### src/design/ocr_pkg.sv
// Shared constants, types and command decoding for the display configuration block
package ocr_pkg;

    // ------------------------------------------------------------
    // Serial command format
    // ------------------------------------------------------------
    localparam logic [4:0] CMD_LAST = 5'h0F;
    localparam logic [7:0] OPC_ROUTE = 8'h9C;
    localparam logic [7:0] OPC_INIT = 8'hB5;
    localparam logic [1:0] ROUTE_PAD = 2'h0;
    localparam logic [3:0] ROW_COUNT = 4'hC;
    localparam logic [4:0] COL_SPLIT = 5'h0C;

    // ------------------------------------------------------------
    // Vertical start step sizes in scan rows
    // ------------------------------------------------------------
    localparam logic [3:0] VSTEP_FINE = 4'h3;
    localparam logic [3:0] VSTEP_COARSE = 4'h9;

    // ------------------------------------------------------------
    // Register byte offsets
    // ------------------------------------------------------------
    localparam logic [7:0] REG_CFG = 8'h00;
    localparam logic [7:0] REG_ROUTE = 8'h04;
    localparam logic [7:0] REG_ROWS = 8'h08;
    localparam logic [7:0] REG_STAT = 8'h0C;

    // ------------------------------------------------------------
    // Configuration layout
    // ------------------------------------------------------------
    typedef enum logic [1:0] {
        OCR_SCH_A = 2'b00,
        OCR_SCH_B = 2'b01,
        OCR_SCH_C = 2'b10
    } ocr_scheme_e;

    // Bit 0 is the clock source select bit, bit 7 the double-frequency mode
    typedef struct packed {
        logic dbl_freq;
        logic mirror;
        logic rev_white;
        ocr_scheme_e scheme;
        logic pin_triple_colour_blanking_set;
        logic vstep9;
        logic clk_ext;
    } ocr_cfg_s;

    localparam ocr_cfg_s CFG_RESET = '{dbl_freq: 1'b0, mirror: 1'b0, rev_white: 1'b0,
        scheme: OCR_SCH_B, pin_triple_colour_blanking_set: 1'b0, vstep9: 1'b0, clk_ext: 1'b0};

    // Two routing bits per row, {route_high_bit, route_low_bit}, row 0 lowest
    typedef logic [23:0] ocr_rows_t;
    localparam ocr_rows_t ROWS_RESET = 24'h000000;

    typedef struct packed {
        ocr_cfg_s cfg;
        ocr_rows_t rows;
    } ocr_ctl_s;

    // Applies one complete 16-bit command word to the control state
    function automatic ocr_ctl_s ocr_apply(ocr_ctl_s c, logic [15:0] w);
        ocr_ctl_s r;
        r = c;
        if (w[15:8] == OPC_ROUTE && w[5:4] == ROUTE_PAD && w[3:0] < ROW_COUNT) begin
            r.rows[{w[3:0], 1'b0} +: 2] = w[7:6];
        end else if (w[15:8] == OPC_INIT) begin
            r.cfg = ocr_cfg_s'(w[7:0]);
        end
        return r;
    endfunction : ocr_apply

endpackage : ocr_pkg

### src/design/ocr_cfg_if.sv
// Carrier of configuration and current-row routing bits between the block's modules
`timescale 1ns/100ps
interface ocr_cfg_if;
    ocr_pkg::ocr_cfg_s cfg;
    logic [1:0] row_bits;
    modport ctl (output cfg, output row_bits);
    modport sink (input cfg, input row_bits);
endinterface : ocr_cfg_if

### src/design/ocr_dotclk.sv
// Dot clock source selection and optional halving of the external clock
`timescale 1ns/100ps
module ocr_dotclk (
    // Clock and reset
    input wire logic i_ref_clk,
    input wire logic i_rst_n,
    // Configuration
    ocr_cfg_if.sink cfg_if,
    // Oscillator pins
    input wire logic i_oscillator_input,
    output logic o_oscillator_output,
    // Dot timing
    output logic o_dot_tick
);

    typedef struct packed {
        logic s1;
        logic s2;
        logic s3;
        logic half;
        logic tick;
        logic osc_out;
    } ocr_dclk_s;

    ocr_dclk_s q;
    ocr_dclk_s n;

    always_comb begin
        logic rise;
        rise = q.s2 & ~q.s3;
        n = q;
        n.s1 = i_oscillator_input;
        n.s2 = q.s1;
        n.s3 = q.s2;
        n.tick = 1'b0;
        if (cfg_if.cfg.clk_ext) begin
            // External clock: feedback pin driven low
            n.osc_out = 1'b0;
            if (cfg_if.cfg.dbl_freq) begin
                if (rise) begin
                    n.half = ~q.half;
                    n.tick = q.half;
                end
            end else begin
                n.half = 1'b0;
                n.tick = rise;
            end
        end else begin
            // LC tank: inverting feedback, divider setting ignored
            n.osc_out = ~q.s2;
            n.half = 1'b0;
            n.tick = rise;
        end
    end

    always_ff @(posedge i_ref_clk or negedge i_rst_n) begin
        if (!i_rst_n) begin
            q <= '0;
        end else begin
            q <= n;
        end
    end

    assign o_oscillator_output = q.osc_out;
    assign o_dot_tick = q.tick;

endmodule : ocr_dotclk

### src/design/ocr_route.sv
// Character and blanking routing to the colour and auxiliary outputs
`timescale 1ns/100ps
module ocr_route (
    // Clock and reset
    input wire logic i_ref_clk,
    input wire logic i_rst_n,
    // Configuration and current row routing bits
    ocr_cfg_if.sink cfg_if,
    // Video from the character generator
    input wire logic i_red_char,
    input wire logic i_green_char,
    input wire logic i_blue_char,
    input wire logic i_char_blank,
    input wire logic i_frame,
    input wire logic i_rev_char,
    input wire logic i_ch2_tag,
    input wire logic i_bg_area,
    input wire logic i_red_blank,
    input wire logic i_green_blank,
    input wire logic i_blue_blank,
    input wire logic [4:0] i_col,
    // Output pins
    output logic o_red_char_out,
    output logic o_green_char_out,
    output logic o_blue_char_out,
    output logic o_common_blank_out,
    output logic o_aux_char_out_one,
    output logic o_aux_blank_out_one,
    output logic o_aux_char_out_two,
    output logic o_aux_blank_out_two
);

    typedef struct packed {
        logic red;
        logic green;
        logic blue;
        logic cblk;
        logic char1;
        logic aux_blank_out_one;
        logic char2;
        logic aux_blank_out_two;
    } ocr_vid_s;

    ocr_vid_s q;
    ocr_vid_s n;

    always_comb begin
        logic any_char;
        logic left;
        logic sel1;
        logic sel2;
        logic vis;
        any_char = i_red_char | i_green_char | i_blue_char;
        left = i_col < ocr_pkg::COL_SPLIT;
        vis = ~i_ch2_tag;
        sel1 = 1'b1;
        sel2 = 1'b0;
        n = q;
        unique case (cfg_if.cfg.scheme)
            ocr_pkg::OCR_SCH_A: begin
                sel1 = ~cfg_if.row_bits[0];
                sel2 = cfg_if.row_bits[0];
            end
            ocr_pkg::OCR_SCH_B: begin
                sel1 = 1'b1;
                sel2 = cfg_if.row_bits[0];
            end
            ocr_pkg::OCR_SCH_C: begin
                unique case (cfg_if.row_bits)
                    2'b00: begin
                        sel1 = 1'b1;
                        sel2 = 1'b0;
                    end
                    2'b01: begin
                        sel1 = left;
                        sel2 = ~left;
                    end
                    2'b10: begin
                        sel1 = ~left;
                        sel2 = left;
                    end
                    2'b11: begin
                        sel1 = 1'b0;
                        sel2 = 1'b1;
                    end
                endcase
            end
            default: begin
                // Unused scheme code behaves as scheme B
                sel1 = 1'b1;
                sel2 = cfg_if.row_bits[0];
            end
        endcase
        // Reversed characters paint the dot area one flat shade, framing off
        n.red = vis & (i_rev_char ? (any_char & cfg_if.cfg.rev_white) : i_red_char);
        n.green = vis & (i_rev_char ? (any_char & cfg_if.cfg.rev_white) : i_green_char);
        n.blue = vis & (i_rev_char ? (any_char & cfg_if.cfg.rev_white) : i_blue_char);
        if (cfg_if.cfg.pin_triple_colour_blanking_set) begin
            // Scheme ignored; pins carry per-colour blanks
            n.cblk = i_blue_blank;
            n.char2 = i_green_blank;
            n.aux_blank_out_two = i_red_blank;
            n.char1 = any_char;
            n.aux_blank_out_one = i_red_blank | i_green_blank | i_blue_blank;
        end else begin
            n.cblk = vis & (i_char_blank | (i_frame & ~i_rev_char));
            n.char1 = sel1 & any_char & vis;
            n.char2 = sel2 & any_char & i_ch2_tag;
            n.aux_blank_out_one = (sel1 & i_char_blank & vis) | (i_bg_area & vis);
            n.aux_blank_out_two = (sel2 & i_char_blank & i_ch2_tag) | (i_bg_area & i_ch2_tag);
        end
    end

    always_ff @(posedge i_ref_clk or negedge i_rst_n) begin
        if (!i_rst_n) begin
            q <= '0;
        end else begin
            q <= n;
        end
    end

    assign o_red_char_out = q.red;
    assign o_green_char_out = q.green;
    assign o_blue_char_out = q.blue;
    assign o_common_blank_out = q.cblk;
    assign o_aux_char_out_one = q.char1;
    assign o_aux_blank_out_one = q.aux_blank_out_one;
    assign o_aux_char_out_two = q.char2;
    assign o_aux_blank_out_two = q.aux_blank_out_two;
endmodule : ocr_route

### src/design/ocr_osd_cfg.sv
// Top of the display configuration, serial command and output routing block
// ------------------------------------------------------------
// ------------------------------------------------------------
`timescale 1ns/100ps
module ocr_osd_cfg (
    // Clock and reset
    input wire logic i_ref_clk,
    input wire logic i_rst_n,
    // AHB-Lite register port
    input wire logic i_hsel,
    input wire logic [31:0] i_haddr,
    input wire logic [1:0] i_htrans,
    input wire logic i_hwrite,
    input wire logic [2:0] i_hsize,
    input wire logic [31:0] i_hwdata,
    input wire logic i_hready,
    output logic [31:0] o_hrdata,
    output logic o_hreadyout,
    output logic o_hresp,
    // Serial command pins
    input wire logic i_serial_clk,
    input wire logic i_chip_select_n,
    input wire logic i_serial_data,
    input wire logic i_bit_order_pin,
    input wire logic i_power_on_clear_pin,
    // Oscillator pins
    input wire logic i_oscillator_input,
    output logic o_oscillator_output,
    // Video from the character generator
    input wire logic i_red_char,
    input wire logic i_green_char,
    input wire logic i_blue_char,
    input wire logic i_char_blank,
    input wire logic i_frame,
    input wire logic i_rev_char,
    input wire logic i_ch2_tag,
    input wire logic i_bg_area,
    input wire logic i_red_blank,
    input wire logic i_green_blank,
    input wire logic i_blue_blank,
    input wire logic [3:0] i_row,
    input wire logic [4:0] i_col,
    // Settings to the display core
    output logic o_dot_tick,
    output logic [3:0] o_vstart_step,
    output logic o_blink_en,
    output logic o_mirror_en,
    // Output pins
    output logic o_red_char_out,
    output logic o_green_char_out,
    output logic o_blue_char_out,
    output logic o_common_blank_out,
    output logic o_aux_char_out_one,
    output logic o_aux_blank_out_one,
    output logic o_aux_char_out_two,
    output logic o_aux_blank_out_two
);

    // ------------------------------------------------------------
    // Reset release
    // ------------------------------------------------------------
    logic [1:0] rst_sync_q;
    logic rst_n;

    always_ff @(posedge i_ref_clk or negedge i_rst_n) begin
        if (!i_rst_n) begin
            rst_sync_q <= 2'b00;
        end else begin
            rst_sync_q <= {rst_sync_q[0], 1'b1};
        end
    end

    assign rst_n = rst_sync_q[1];

    // ------------------------------------------------------------
    // State
    // ------------------------------------------------------------
    typedef struct packed {
        logic sclk_s1;
        logic sclk_s2;
        logic sclk_s3;
        logic cs_s1;
        logic cs_s2;
        logic dat_s1;
        logic dat_s2;
        logic ord_s1;
        logic ord_s2;
        logic pcl_s1;
        logic pcl_s2;
        logic [15:0] shift;
        logic [4:0] cnt;
        logic [15:0] last_cmd;
        logic [7:0] cmd_count;
        ocr_pkg::ocr_ctl_s ctl;
        logic wr_pend;
        logic [7:0] wr_addr;
        logic [31:0] rdata;
        logic vstep;
        logic [3:0] step;
        logic blink;
        logic mirror;
    } ocr_top_s;

    // Serial clock and chip select reset to their idle high level so no false edge follows reset
    localparam ocr_top_s TOP_RESET = '{ctl: '{cfg: ocr_pkg::CFG_RESET,
        rows: ocr_pkg::ROWS_RESET}, step: ocr_pkg::VSTEP_FINE, blink: 1'b1, sclk_s1: 1'b1,
        sclk_s2: 1'b1, sclk_s3: 1'b1, cs_s1: 1'b1, cs_s2: 1'b1, default: '0};

    ocr_top_s q;
    ocr_top_s n;
    logic sclk_rise;
    logic cmd_done;

    assign sclk_rise = q.sclk_s2 & ~q.sclk_s3;
    assign cmd_done = sclk_rise & ~q.cs_s2 & (q.cnt == ocr_pkg::CMD_LAST) & ~q.pcl_s2;

    always_comb begin
        logic [15:0] word;
        logic ap_valid;
        word = q.ord_s2 ? {q.shift[14:0], q.dat_s2} : {q.dat_s2, q.shift[15:1]};
        ap_valid = i_hsel & i_hready & i_htrans[1];
        n = q;
        n.sclk_s1 = i_serial_clk;
        n.sclk_s2 = q.sclk_s1;
        n.sclk_s3 = q.sclk_s2;
        n.cs_s1 = i_chip_select_n;
        n.cs_s2 = q.cs_s1;
        n.dat_s1 = i_serial_data;
        n.dat_s2 = q.dat_s1;
        n.ord_s1 = i_bit_order_pin;
        n.ord_s2 = q.ord_s1;
        n.pcl_s1 = i_power_on_clear_pin;
        n.pcl_s2 = q.pcl_s1;

        // Serial shifter
        if (q.cs_s2) begin
            // Deselect throws away a half-shifted word
            n.cnt = 5'h00;
            n.shift = 16'h0000;
        end else if (sclk_rise) begin
            n.shift = word;
            n.cnt = q.cnt + 5'h01;
            if (q.cnt == ocr_pkg::CMD_LAST) begin
                // Counter restarts so commands may follow back to back
                n.cnt = 5'h00;
                n.ctl = ocr_pkg::ocr_apply(q.ctl, word);
                n.last_cmd = word;
                n.cmd_count = q.cmd_count + 8'h01;
            end
        end

        // Register write data phase; lands after any serial command this cycle
        n.wr_pend = 1'b0;
        if (q.wr_pend) begin
            unique case (q.wr_addr)
                ocr_pkg::REG_CFG: n.ctl.cfg = ocr_pkg::ocr_cfg_s'(i_hwdata[7:0]);
                ocr_pkg::REG_ROUTE: n.ctl = ocr_pkg::ocr_apply(n.ctl, i_hwdata[15:0]);
                default: n.ctl = n.ctl;
            endcase
        end

        // Power-on clear overrides serial and register updates to control, count and shifter
        if (q.pcl_s2) begin
            n.ctl = '{cfg: ocr_pkg::CFG_RESET, rows: ocr_pkg::ROWS_RESET};
            n.cnt = 5'h00;
            n.shift = 16'h0000;
        end

        // Register address phase; read data reflects this cycle's updates
        if (ap_valid) begin
            n.wr_pend = i_hwrite;
            n.wr_addr = i_haddr[7:0];
            if (!i_hwrite) begin
                unique case (i_haddr[7:0])
                    ocr_pkg::REG_CFG: n.rdata = {24'h000000, n.ctl.cfg};
                    ocr_pkg::REG_ROUTE: n.rdata = {16'h0000, n.last_cmd};
                    ocr_pkg::REG_ROWS: n.rdata = {8'h00, n.ctl.rows};
                    ocr_pkg::REG_STAT: n.rdata = {19'h00000, n.cnt, n.cmd_count};
                    default: n.rdata = 32'h00000000;
                endcase
            end
        end

        // Settings to the display core
        n.step = n.ctl.cfg.vstep9 ? ocr_pkg::VSTEP_COARSE : ocr_pkg::VSTEP_FINE;
        n.blink = ~n.ctl.cfg.mirror;
        n.mirror = n.ctl.cfg.mirror;
    end

    always_ff @(posedge i_ref_clk or negedge rst_n) begin
        if (!rst_n) begin
            q <= TOP_RESET;
        end else begin
            q <= n;
        end
    end

    assign o_hrdata = q.rdata;
    assign o_hreadyout = 1'b1;
    assign o_hresp = 1'b0;
    assign o_vstart_step = q.step;
    assign o_blink_en = q.blink;
    assign o_mirror_en = q.mirror;

    // ------------------------------------------------------------
    // Carrier to the submodules
    // ------------------------------------------------------------
    ocr_cfg_if cfg_bus ();

    assign cfg_bus.cfg = q.ctl.cfg;
    // Rows past the last display row route as all-zero bits
    assign cfg_bus.row_bits = (i_row < ocr_pkg::ROW_COUNT) ?
        q.ctl.rows[{i_row, 1'b0} +: 2] : 2'b00;

    ocr_dotclk u_dotclk (
        .i_ref_clk(i_ref_clk),
        .i_rst_n(rst_n),
        .cfg_if(cfg_bus),
        .i_oscillator_input(i_oscillator_input),
        .o_oscillator_output(o_oscillator_output),
        .o_dot_tick(o_dot_tick)
    );

    ocr_route u_route (
        .i_ref_clk(i_ref_clk),
        .i_rst_n(rst_n),
        .cfg_if(cfg_bus),
        .i_red_char(i_red_char),
        .i_green_char(i_green_char),
        .i_blue_char(i_blue_char),
        .i_char_blank(i_char_blank),
        .i_frame(i_frame),
        .i_rev_char(i_rev_char),
        .i_ch2_tag(i_ch2_tag),
        .i_bg_area(i_bg_area),
        .i_red_blank(i_red_blank),
        .i_green_blank(i_green_blank),
        .i_blue_blank(i_blue_blank),
        .i_col(i_col),
        .o_red_char_out(o_red_char_out),
        .o_green_char_out(o_green_char_out),
        .o_blue_char_out(o_blue_char_out),
        .o_common_blank_out(o_common_blank_out),
        .o_aux_char_out_one(o_aux_char_out_one),
        .o_aux_blank_out_one(o_aux_blank_out_one),
        .o_aux_char_out_two(o_aux_char_out_two),
        .o_aux_blank_out_two(o_aux_blank_out_two)
    );

    // Opcode of the word whose last bit is arriving now
    function automatic logic word_is_route();
        return q.ord_s2 ? (q.shift[14:7] == ocr_pkg::OPC_ROUTE)
            : ({q.dat_s2, q.shift[15:9]} == ocr_pkg::OPC_ROUTE);
    endfunction : word_is_route
endmodule : ocr_osd_cfg

### config.mk
export PLATFORM = sky130hd
export DESIGN_NAME = ocr_osd_cfg
export DESIGN_NICKNAME = d
export VERILOG_FILES = /design/src/design/ocr_pkg.sv /design/src/design/ocr_cfg_if.sv /design/src/design/ocr_dotclk.sv /design/src/design/ocr_route.sv /design/src/design/ocr_osd_cfg.sv
export SDC_FILE = /design/constraint.sdc
export NUM_CORES = 1
export LEC_CHECK = 0
export ABC_CLOCK_PERIOD_IN_PS = 4800
export BUFFER_PORTS_ARGS = -buffer_cell sky130_fd_sc_hd__buf_2
export CORE_MARGIN = 4
export CORE_UTILIZATION = 35
export DETAILED_ROUTE_END_ITERATION = 10
export GPL_TIMING_DRIVEN = 0
export SYNTH_ARGS = -nofsm -noshare
export SYNTH_HDL_FRONTEND = slang
export SYNTH_HIERARCHICAL = 1
export SYNTH_SLANG_ARGS = --single-unit
### constraint.sdc
create_clock -name i_ref_clk -period 4.8 [get_ports i_ref_clk]
set_clock_uncertainty 0.05 [all_clocks]
set_input_delay 0.48 -clock i_ref_clk [delete_from_list [all_inputs] [get_ports i_ref_clk]]
set_output_delay 0.48 -clock i_ref_clk [all_outputs]
set_load 0.05 [all_outputs]
==> results_dict.tcl <==
set metrics [dict create \
    antenna_cells 0 \
    synth_top_flop_cell "dfrtp_1" \
    synth_compound_area_frac 0.136 \
    grt_util_all_layers 0.189 \
    synth_area_leaders "dfrtp_1 (43%), mux2i_1 (5.9%), mux2_2 (4.4%), nand2_1 (4.3%), buf_4 (3.8%)" \
    multi_input_area_sq_um 3730 \
    dieWidth_microns 156 \
    finalSetupViolations 0 \
    root_buffer "clkbuf_16" \
    ant_nets 0 \
    seqCellArea_sq_um 3490 \
    dr.pass1.iters 6 \
    yosys.area_share.simple 0.183 \
    gp_congestion 0.919 \
    ioPinCount 150 \
    yosysMostFrequentCell "dfrtp_1" \
    grt_pass1_wl_mm 35.6 \
    worst_setup_path_start_kind "primary input" \
    yosys.area.top_type "dfrtp_1" \
    drv_slew 0 \
    synth_area_sq_um 7690 \
    p_leak_nw 4.23 \
    die_area_sq_um 24400 \
    p_seq_frac 0.426 \
    detail_route.wl_per_cell_microns 19.6 \
    die_h_microns 156 \
    syn_area_per_cell_sq_um 10.0 \
    vias_per_cell 5.40 \
    critical_path_class "primary input to flip-flop" \
    worst_slack_ps 1380 \
    vias 6357 \
    rsz0062_at_grt "no" \
    cts_resized 0 \
    cp_data_required_time_ps 5040 \
    area_growth_pct 19.7 \
    syn_inst 767 \
    r2r_start "q[127]" \
    clock_power_share 0.480 \
    synth_edf_count 0 \
    hpwl_mm 17.2 \
    synth_top_family_by_area "simple AND/OR/NAND/NOR gates" \
    grt_start_max_net_pins 70 \
    fin_crit_ps 3420 \
    rows 53 \
    ys_seq_elements 139 \
    hold_path.class "flip-flop to asynchronous set/reset pin" \
    synth_mux_area_frac 0.134 \
    end_kind "flip-flop" \
    setup_tns_ps 0 \
    pwr_density_cell_nw_per_um2 312 \
    fin_nets 997 \
    gr-total-overflow 0 \
    design_area_sq_um 9210 \
    yosys.cell_types.count 80 \
    cell_internal_pwr_mw 2.14 \
    nFillCells 2060 \
    antenna_found_initial 0 \
    core_area_sq_um 21400 \
    status "finished, final reports clean" \
    yosys_warnings 6 \
    postCtsHoldBufs 1 \
    clkLatencyLatePin_ps 420 \
    dp_cells 1144 \
    worstRegToRegCells 9 \
    drtIter0Drc 564 \
    p_switching_uw 735 \
    pre_cts_ws_ps 1060 \
    fmax_mhz 293 \
    finalCritPeriodShare 0.712 \
    power_frac_comb 0.093 \
    cts_setup_buffers 0 \
    placed_cell_area_sq_um 8580 \
    clk_pin_slew_ps 70 \
    finalHoldViolations 0 \
    p_sw_frac 0.255 \
    stdcell_count 1177 \
    grt_pass1_vias 6193 \
    drc 0 \
    r2r_slack_ps 1390 \
    async_reset_ff_frac 1.00 \
    hold_ws_ps 97.4 \
    ir_worst_vdd_uv 216 \
    cts_buffer_depth 2 \
    ys_seq_area_frac 0.453 \
    layout-drive-gt1-share 0.265 \
    io_buffers 89 \
    synthAdderAreaFrac 0.0130 \
    worst_pin_slew_ps 996 \
    fin_total_pwr_mw 2.88 \
    path_max_fanout 9 \
    arrival_ps 3660 \
    initial_utilization 0.360 \
    utilization 0.431 \
    cts_sinks 139 \
    slew_headroom 0.327 \
    numCtsBuffers 17 \
    synth_top_area_frac 0.426 \
    synthTopCellsByCount "dfrtp_1 (131), nand2_1 (89), nor2_1 (72)" \
    cap_violations 0 \
    cts_tree "built" \
    htree_levels 4 \
    wl_mm 23.0 \
    synth_xor_area_frac 0.0124 \
    r2r_end "o_hrdata[4]" \
]
## worst max-delay path, stage by stage
cell	delay (ps)
buf_2	120
clkbuf_1	360
inv_1	170
ha_1	320
nor2b_1	260
nand2b_1	100
a2111oi_0	880
and2_1	370
mux2i_1	450
o31ai_1	140
## power groups by stage
stage	logic (mW)	clock network [mW]	registers (mW)
2_1_floorplan	0.152	0	1.27
3_3_place_gp	0.238	0	1.27
3_5_place_dp	0.267	0	1.25
4_1_cts	0.269	1.40	1.23
5_1_grt	0.293	1.46	1.23
6_report	0.269	1.38	1.23
## per-layer routing
metal / share of wire / track usage / routed length (microns) / vias up
met2: 0.44 / 0.281 / 10200 / 242
met3: 0.070 / 0.0423 / 1610 / 31
met4: 0.019 / 0.0521 / 437 / 0
met1: 0.47 / 0.279 / 10800 / 3114
met5: 0 / 0 / 0 / -
li1: - / - / - / 2970
## cell families (layout without fill, tap and decap cells)
| kind of cell | after synthesis | after routing |
|---|---|---|
| XOR/XNOR | 10 | 10 |
| buffers and inverters | 92 | 216 |
| adder cells (fa/ha/maj) | 8 | 8 |
| other | 2 | 13 |
| flip-flops | 139 | 139 |
| AND/OR/NAND/NOR | 277 | 277 |
| multiplexers | 89 | 89 |
| AO/OA/AOI/OAI | 150 | 150 |
## how the worst max path moves through the flow
stage / from / endpoint / slack (ps) / depth (start not counted)
after floorplan: rst_sync_q[1] / cfg_bus.cfg[0] / 600 / 0
after global placement: rst_sync_q[1] / q[64] / -1080 / 0
after detailed placement: i_hwdata[0] / o_hrdata[17] / 1060 / 10
after CTS: q[127] / o_hrdata[4] / 1480 / 9
after global routing: i_hwdata[0] / o_hrdata[17] / 1130 / 10
final: i_hwdata[0] / o_hrdata[17] / 1380 / 10
## state kept, by name (all words and copies together), names as in the netlist, 2 cells and up
signal / cells
o_hrdata: 24
u_dotclk/q: 2
u_dotclk/n: 2
q: 83
rst_sync_q: 2
cfg_bus.cfg: 6
o_vstart_step: 2
n: 6
## cell type report
type / count / share of cell area
Inverter: 20 / 0.00815
Sequential cell: 139 / 0.379
Tap cell: 275 / 0.0374
Buffer: 72 / 0.0474
Clock buffer: 19 / 0.0492
Clock inverter: 13 / 0.0179
Timing Repair Buffer: 92 / 0.0554
Multi-Input combinational cell: 547 / 0.405
## layout by cell type, fill, tap and decap left out, types with 7 or more instances in the layout
master,count
o21ai_1,7
ha_1,8
mux2i_1,45
buf_4,39
dfrtp_1,130
nand2_1,89
o21ai_0,34
clkbuf_16,17
conb_1,13
and3_1,15
nor3_1,17
clkbuf_1,26
buf_2,93
a211oi_1,24
dfstp_2,8
nand2b_1,9
a21oi_1,23
inv_1,20
mux2_2,30
and2_1,9
nor2_1,72
nand3_1,15
Power figures use the tool's default switching activity.
